File: config.mk
export PLATFORM = sky130hd
export DESIGN_NAME = operand_address_generation
export DESIGN_NICKNAME = d
export VERILOG_FILES = /design/src/oag_pkg.sv /design/src/operand_address_generation.sv
export SDC_FILE = /design/constraint.sdc
export NUM_CORES = 1
export LEC_CHECK = 0
export BUFFER_PORTS_ARGS = -buffer_cell sky130_fd_sc_hd__buf_2
export CAP_MARGIN = 0
export CORE_MARGIN = 4
export CORE_UTILIZATION = 46
export CTS_CLUSTER_SIZE = 24
export DETAILED_ROUTE_END_ITERATION = 6
export HOLD_SLACK_MARGIN = 0.08
export PLACE_DENSITY = 0.81
export SETUP_SLACK_MARGIN = 0.1
export SYNTH_ARGS = -nofsm -noshare
export SYNTH_HDL_FRONTEND = slang
export SYNTH_SLANG_ARGS = --single-unit
File: constraint.sdc
create_clock -name clock_in -period 1.63 [get_ports clock_in]
set_input_delay 0.163 -clock clock_in [delete_from_list [all_inputs] [get_ports clock_in]]
set_output_delay 0.163 -clock clock_in [all_outputs]
set_load 0.02 [all_outputs]
File: src/oag_pkg.sv
// package for operand and branch-target address generation
// Overview of operation
// - eight operand modes; modes an instruction disallows are rejected.
// - register mode returns contents of named register or pair.
// - working mode joins pointer's upper five bits with three field bits.
// - pointer-held mode uses register contents as the operand address.
// - any 8-bit register or 16-bit pair may serve as pointer.
// - pointer-held accesses never reach control locations C0H-FFH.
// - indexed accesses never reach control locations C0H-FFH.
// - short offset to memory is sign-extended, -128 to +127.
// - register-file index: instruction base plus working register offset.
// - memory index: working pair base plus 8 or 16-bit offset.
// - register-file indexed only on plain load; memory loads index memory.
// - absolute mode takes 16-bit address; jump and call load the PC.
// - program and external loads may use absolute source or destination.
// - vector jump reads address pair from lowest 256 program bytes.
// - vector-table jump mode is allowed only for call.
// - PC-offset mode adds signed -128..+127 displacement to the PC.
// - PC already points past the branch before the displacement adds.
// - PC-offset used by bit tests, decrement jump, compare jumps, jr.
// - literal mode passes the instruction's byte or word directly.
package oag_pkg;

   // ----------------------------------------------------------------
   // modes, targets and instruction classes
   // ----------------------------------------------------------------
   typedef enum logic [2:0]
   {
      mode_register = 3'h0,
      mode_pointer_held = 3'h1,
      mode_indexed = 3'h2,
      mode_absolute = 3'h3,
      mode_vector_table = 3'h4,
      mode_pc_offset = 3'h5,
      mode_literal = 3'h6,
      mode_working = 3'h7
   } addr_mode_type;

   typedef enum logic [1:0]
   {
      target_none = 2'h0,
      target_register = 2'h1,
      target_program = 2'h2,
      target_external = 2'h3
   } target_type;

   typedef enum logic [3:0]
   {
      op_load_register = 4'h0,
      op_load_program_memory = 4'h1,
      op_load_external_memory = 4'h2,
      op_jump_absolute = 4'h3,
      op_call = 4'h4,
      op_bit_test_jump_if_false = 4'h5,
      op_bit_test_jump_if_true = 4'h6,
      op_decrement_jump_nonzero = 4'h7,
      op_compare_increment_jump_equal = 4'h8,
      op_compare_increment_jump_unequal = 4'h9,
      op_jump_relative = 4'hA,
      op_generic = 4'hB
   } op_class_type;

   // ----------------------------------------------------------------
   // constants
   // ----------------------------------------------------------------
   localparam logic [7:0] CTRL_BASE = 8'hC0;
   localparam logic [7:0] WORK_PREFIX = 8'hC0;
   localparam int WORK_PREFIX_LSB = 4;
   localparam int RP_SLICE_LSB = 3;
   localparam int PAIR_EVEN_BIT = 0;
   localparam logic [15:0] PC_RESET = 16'h0000;

   // ----------------------------------------------------------------
   // request and answer carriers
   // ----------------------------------------------------------------
   typedef struct packed
   {
      op_class_type op;
      addr_mode_type mode;
      logic is_pair;
      logic short_offset;
      logic [7:0] reg_field;
      logic [7:0] index_reg_field;
      logic [15:0] operand;
   } request_type;

   typedef struct packed
   {
      logic valid;
      logic illegal;
      logic blocked;
      target_type target;
      logic [15:0] address;
      logic [15:0] value;
      logic value_is_data;
      logic pc_load;
      logic [15:0] next_pc;
   } answer_type;

endpackage

File: src/operand_address_generation.sv
// operand and branch-target address generation datapath
`timescale 1ns/10ps
module operand_address_generation
   import oag_pkg::*;
(
   // clock and reset
   input wire logic clock_in,
   input wire logic rst_n_in,
   // decoded instruction
   input wire logic req_valid_in,
   input wire request_type req_in,
   input wire logic [15:0] next_instr_pc_in,
   // register pointers
   input wire logic [7:0] rp0_in,
   input wire logic [7:0] rp1_in,
   // register file read ports (combinational)
   output logic [7:0] rf_addr_a_out,
   output logic [7:0] rf_addr_b_out,
   input wire logic [7:0] rf_data_a_in,
   input wire logic [7:0] rf_data_b_in,
   // program memory word read for vector table
   output logic vec_req_out,
   output logic [15:0] vec_addr_out,
   input wire logic vec_ack_in,
   input wire logic [15:0] vec_data_in,
   // result
   output answer_type ans_out
);

   // ----------------------------------------------------------------
   // helpers
   // ----------------------------------------------------------------
   // working-register name: prefix 1100b selects pointer slice
   function automatic logic [7:0] resolve_reg(input logic [7:0] f,
      input logic [7:0] p0, input logic [7:0] p1);
      logic [7:0] ptr;
      ptr = f[3] ? p1 : p0;
      if (f[7:WORK_PREFIX_LSB] == WORK_PREFIX[7:WORK_PREFIX_LSB])
         resolve_reg = {ptr[7:RP_SLICE_LSB], f[2:0]};
      else
         resolve_reg = f;
   endfunction

   function automatic logic [15:0] sext8(input logic [7:0] v);
      sext8 = {{8{v[7]}}, v};
   endfunction

   function automatic logic in_ctrl(input logic [7:0] a);
      in_ctrl = (a >= CTRL_BASE);
   endfunction

   // ----------------------------------------------------------------
   // register reads
   // ----------------------------------------------------------------
   wire logic [7:0] reg_a = resolve_reg(req_in.reg_field, rp0_in, rp1_in);
   wire logic [7:0] reg_b = resolve_reg(req_in.index_reg_field, rp0_in,
      rp1_in);
   wire logic pair_read = req_in.is_pair ||
      (req_in.mode == mode_indexed && req_in.op != op_load_register);
   // pair is even/odd: high byte at even address
   wire logic [7:0] reg_a_hi = {reg_a[7:1], 1'b0};
   wire logic [7:0] reg_a_lo = {reg_a[7:1], 1'b1};
   assign rf_addr_a_out = pair_read ? reg_a_hi : reg_a;
   assign rf_addr_b_out = pair_read ? reg_a_lo : reg_b;
   wire logic [15:0] pair_val = {rf_data_a_in, rf_data_b_in};
   wire logic [15:0] byte_val = {8'h00, rf_data_a_in};

   // ----------------------------------------------------------------
   // legality
   // ----------------------------------------------------------------
   wire logic is_mem_load = req_in.op == op_load_program_memory ||
      req_in.op == op_load_external_memory;
   wire logic is_rel_op = req_in.op == op_bit_test_jump_if_false ||
      req_in.op == op_bit_test_jump_if_true ||
      req_in.op == op_decrement_jump_nonzero ||
      req_in.op == op_compare_increment_jump_equal ||
      req_in.op == op_compare_increment_jump_unequal ||
      req_in.op == op_jump_relative;
   wire logic is_jump = req_in.op == op_jump_absolute ||
      req_in.op == op_call;
   logic legal;
   always_comb
   begin
      unique case (req_in.mode)
         mode_register, mode_working: legal = !is_rel_op;
         mode_pointer_held: legal = !is_rel_op;
         mode_indexed: legal = req_in.op == op_load_register ||
            is_mem_load;
         mode_absolute: legal = is_jump || is_mem_load;
         mode_vector_table: legal = req_in.op == op_call;
         mode_pc_offset: legal = is_rel_op;
         mode_literal: legal = !is_rel_op && !is_jump;
         default: legal = 1'b0;
      endcase
   end

   // ----------------------------------------------------------------
   // address computation
   // ----------------------------------------------------------------
   wire logic [7:0] rf_index_sum = 8'(req_in.operand[7:0] +
      rf_data_b_in);
   wire logic [15:0] mem_offset = req_in.short_offset ?
      sext8(req_in.operand[7:0]) : req_in.operand;
   wire logic [15:0] mem_index_sum = 16'(pair_val + mem_offset);
   wire logic [15:0] rel_target = 16'(next_instr_pc_in +
      sext8(req_in.operand[7:0]));
   wire logic [15:0] vec_slot = {8'h00, req_in.operand[7:0]};
   wire target_type mem_target = req_in.op == op_load_program_memory ?
      target_program : target_external;

   answer_type comb;
   logic need_vec;
   always_comb
   begin
      comb = '0;
      need_vec = 1'b0;
      comb.illegal = !legal;
      unique case (req_in.mode)
         mode_register, mode_working:
         begin
            comb.target = target_register;
            comb.address = {8'h00, reg_a};
            comb.value = req_in.is_pair ? pair_val : byte_val;
            comb.value_is_data = 1'b1;
         end
         mode_pointer_held:
         begin
            comb.value_is_data = 1'b0;
            if (req_in.is_pair)
            begin
               comb.target = mem_target;
               comb.address = pair_val;
            end
            else
            begin
               comb.target = target_register;
               comb.address = byte_val;
               comb.blocked = in_ctrl(rf_data_a_in);
            end
         end
         mode_indexed:
         begin
            if (req_in.op == op_load_register)
            begin
               comb.target = target_register;
               comb.address = {8'h00, rf_index_sum};
               comb.blocked = in_ctrl(rf_index_sum);
            end
            else
            begin
               comb.target = mem_target;
               comb.address = mem_index_sum;
            end
         end
         mode_absolute:
         begin
            comb.address = req_in.operand;
            if (is_jump)
            begin
               comb.pc_load = 1'b1;
               comb.next_pc = req_in.operand;
            end
            else
               comb.target = mem_target;
         end
         mode_vector_table:
         begin
            comb.target = target_program;
            comb.address = vec_slot;
            need_vec = legal;
         end
         mode_pc_offset:
         begin
            comb.pc_load = 1'b1;
            comb.next_pc = rel_target;
            comb.address = rel_target;
         end
         mode_literal:
         begin
            comb.value = req_in.is_pair ? req_in.operand :
               {8'h00, req_in.operand[7:0]};
            comb.value_is_data = 1'b1;
         end
         default: comb.illegal = 1'b1;
      endcase
      if (!legal)
      begin
         comb.pc_load = 1'b0;
         comb.target = target_none;
      end
   end

   // ----------------------------------------------------------------
   // sequencing: one cycle, or wait for vector fetch
   // ----------------------------------------------------------------
   typedef enum logic [0:0]
   {
      st_idle = 1'b0,
      st_vector = 1'b1
   } state_type;

   state_type state_q;
   state_type state_d;
   answer_type ans_q;
   answer_type ans_d;
   logic [15:0] vec_addr_q;
   logic [15:0] vec_addr_d;

   // holding the slot address keeps the fetch stable while it waits
   always_comb
   begin
      state_d = state_q;
      ans_d = ans_q;
      ans_d.valid = 1'b0;
      vec_addr_d = vec_addr_q;
      unique case (state_q)
         st_idle:
         begin
            if (req_valid_in && need_vec)
            begin
               state_d = st_vector;
               vec_addr_d = vec_slot;
               ans_d = comb;
               ans_d.valid = 1'b0;
            end
            else if (req_valid_in)
            begin
               ans_d = comb;
               ans_d.valid = 1'b1;
            end
         end
         st_vector:
         begin
            if (vec_ack_in)
            begin
               state_d = st_idle;
               ans_d.valid = 1'b1;
               ans_d.pc_load = 1'b1;
               ans_d.next_pc = vec_data_in;
            end
         end
      endcase
   end

   assign vec_req_out = state_q == st_vector;
   assign vec_addr_out = vec_addr_q;
   assign ans_out = ans_q;

   always_ff @(posedge clock_in or negedge rst_n_in)
   begin
      if (!rst_n_in)
      begin
         state_q <= st_idle;
         ans_q <= '0;
         vec_addr_q <= PC_RESET;
      end
      else
      begin
         state_q <= state_d;
         ans_q <= ans_d;
         vec_addr_q <= vec_addr_d;
      end
   end

endmodule // operand_address_generation

==> results.yml <==
run_status:
  result_of_the_run: "finished with violations"
  failed_checks: "negative setup slack"
finish:
  layout.cells.non_filler: 1214
  final_core_util_pct: 82.6
  design.final.nets: 1208
  layout.filler_cells: 629
  area_growth_pct: 72.3
  multi_input_comb_area_um2: 4620
  ff_latch_area_um2: 1600
  antenna-diode-count: 0
  layout-drive-gt1-share_pct: 53.0
logic_synthesis:
  synthArstFlopShare_pct: 100
  seq_area_frac_synth_pct: 28.8
  synthesized_cell_area_um2: 5570
  yosys_warning_total: 0
  synth-xor-area-share_pct: 2.99
  synth-edff-count: 0
  ys.flop_type: "dfrtp_1"
  yosys.area.top_type: "dfrtp_1"
  post_synth_main_area_contributors: "dfrtp_1, o21ai_0, ha_1"
  synth_seq_cells: 64
  yosysTopAreaCellShare_pct: 28.8
  postSynthAreaPerCell_um2: 7.93
  synth_top_family_by_area: "compound AO/OA/AOI/OAI gates"
  netlist_instances: 702
  synthSimpleGateAreaFrac_pct: 19.2
  synthMuxAreaShare_pct: 7.37
  adder_cell_share_of_the_synthesized_area_pct: 7.46
  netlist-cell-type-count: 68
  synth_compound_gate_area_share_pct: 28.4
timing:
  final.setup_skew_ps: 8.80
  timing.final.hold_violations: 0
  post-route-worst-setup-slack_ps: -530
  rsz0062_at_grt: "true"
  setup_violations: 41
  period_minus_slack_ps: 2160
  finalMaxSlewViolations: 0
  slew-limit-headroom_pct: 53.8
  max_freq_ghz: 0.463
  post-route-period-util_pct: 133
  worst_pin_slew_ps: 687
  setup_tns_ps: -5440
routing:
  drtIter0Drc: 1189
  vias_per_cell: 6.65
  drt-pass1-iter-count: 7
  wl_per_cell_um: 24.9
  detail-route-antenna-nets: 0
  post-route-drc-count: 0
  wl_um: 30300
  dr_total_vias: 8075
placed_design:
  detailed_place_hpwl_um: 18300
  placement.io_buffers: 182
  pre_cts_ws_ps: -598
  globalplace.congestion: 1.01
  place.detailed.instances: 1164
floorplan:
  chipHeight_um: 118
  top_level_ports: 197
  floorplan.rows: 39
  horiz_die_dim_um: 118
  die_outline_area_um2: 13900
  floorplan.core_area_um2: 11600
  initial_utilization_pct: 48.0
clock_tree:
  clk-insertion-delay-late_ps: 350
  clock_tree_buf_depth: 2
  cts.clk_slew.worst_paths_ps: 60
  tritoncts_num_sinks: 64
  cts_tree: "done"
  cts-buffers-inserted: 9
  h-tree-depth: 3
  clock-root-buffer: "clkbuf_16"
worst_setup_path:
  arrival_time_at_the_worst_endpoint_ps: 2430
  timing.setup.critical_path_class: "input port to flip-flop"
  r2r_setup_slack_ps: 40
  timing.critical_path.from_type: "input port"
  cp-end-kind: "flip-flop"
  timing.critical_path.fanout_max: 3
  required_ps: 1900
  worstRegToRegCells: 7
power:
  static-leakage-power_nw: 4.52
  pwr_density_cell_nw_per_um2: 743
  total_power_mw: 7.13
  vdd_drop_max_mv: 0.658
run:
  max_cap_violations: 0
grt:
  grt_start_max_net_pins: 65
  initial_antenna_violation_count: 0
  groute.usage.overall_pct: 37.1
  grt_overflow_total: 0
  first_global_vias: 7555
  grt_pass1_wl_um: 41000
worst_hold_path:
  min-delay-path-class: "input port to flip-flop"
  hold_path_depth: 2
[power by group]
group	leakage (nW)	internal, mW	switching (mW)
clock network	0.141	1.09	0.733
registers	0.793	1.80	0.131
logic	3.58	1.48	1.90
[placed cells by master, fill, tap and decap left out, types with 5 or more instances in the layout]
master / Yosys / routed
buf_4: 11 / 193
buf_2: 1 / 157
nor2_1: 89 / 82
dfrtp_1: 64 / 64
nand2_1: 62 / 55
o21ai_0: 80 / 55
buf_6: 0 / 30
a21oi_1: 49 / 25
inv_1: 25 / 23
a21oi_2: 0 / 19
mux2_2: 20 / 17
ha_4: 0 / 17
a221oi_1: 18 / 16
mux2i_1: 14 / 13
o21ai_1: 1 / 13
ha_1: 30 / 13
a21o_1: 12 / 12
o21ai_2: 0 / 11
nand3_1: 17 / 11
o21a_1: 10 / 10
xnor2_1: 13 / 10
nor3_1: 18 / 9
clkbuf_16: 0 / 9
a221o_1: 8 / 8
conb_1: 1 / 8
buf_12: 0 / 8
a31oi_1: 10 / 6
xor2_1: 6 / 6
nor3_2: 0 / 6
nand2b_1: 6 / 5
a21oi_4: 0 / 5
nand2_2: 0 / 5
nor2_4: 0 / 5
[cell families (layout without fill, tap and decap cells)]
kind of cell / after synthesis / count (layout)
buffers and inverters: 73 / 435
adder cells (fa/ha/maj): 32 / 32
multiplexers: 36 / 36
AND/OR/NAND/NOR: 233 / 233
other: 1 / 8
flip-flops: 64 / 64
XOR/XNOR: 19 / 19
AO/OA/AOI/OAI: 244 / 244
[synth_stat cells (5+ instances only)]
master    instances
a221oi_1         18
o21a_1           10
buf_4            11
a31oi_1          10
nand3_1          17
o21ai_0          80
a21o_1           12
or3_1             6
inv_1            25
dfrtp_1          64
mux2_2           20
and3_1            6
nand2b_1          6
nor2_1           89
xnor2_1          13
nand2_1          62
a21oi_1          49
o22ai_1           5
clkbuf_1         33
and2_1            6
nor3_1           18
a221o_1           8
a211oi_1          7
ha_1             30
xor2_1            6
o21bai_1          6
mux2i_1          14
[state kept, by name, summed over array words and instances (netlist names)]
register,cells
ans_out,55
vec_addr_out,8
vec_req_out,1
[path summary, 6_finish.rpt]
kind / to / start
min in group asynchronous: ans_out[8] / rst_n_in
max: ans_out[48] / req_in[0]
min: vec_addr_out[6] / req_in[6]
max reg2reg: ans_out[12] / vec_req_out
min reg2reg: ans_out[53] / ans_out[53]
max in group asynchronous: ans_out[50] / rst_n_in
[final cells by class]
class	instances	area share [%]
clock buffer	11	2.63
clock inverter	4	0.209
inverter	26	1.02
multi-input combinational	572	48.1
sequential	64	16.7
tap	143	1.86
timing repair buffer	394	29.4
[metal layers]
layer / global-route usage, % / up-vias / wire length, um
met4: 19.6 / 0 / 2810
met1: 45.4 / 3684 / 10300
met5: 0 / - / 0
met2: 60.2 / 830 / 13200
li1: - / 3297 / -
met3: 9.23 / 264 / 3990
[critical path: stages]
cell and delay [ps]:
buf_8 110, ha_4 160, fa_2 360, a211oi_4 250
o21bai_2 130, o211a_1 300, o31ai_2 450, mux2i_1 250
a21oi_1 90, a21oi_1 170
[stage by stage]
step | instance area (um2) | hold slack [ps]
3_5_place_dp | 8160 | 207
6_report | 9590 | 95.9
5_1_grt | 9590 | 98.4
4_1_cts | 9190 | 97.0
3_3_place_gp | 8160 | 200
2_1_floorplan | 5970 | -133
[repair_timing]
action | in CTS | in global routing
hold buffers | 2 | 0
resized for setup | 114 | 80
endpoints found under the setup margin | 45 | 58
buffers inserted | 22 | 11
endpoints found under the hold margin | 65 | 0
cloned | 1 | 0
pin swaps | 49 | 55
No activity file was read; power rests on OpenSTA's default activity.
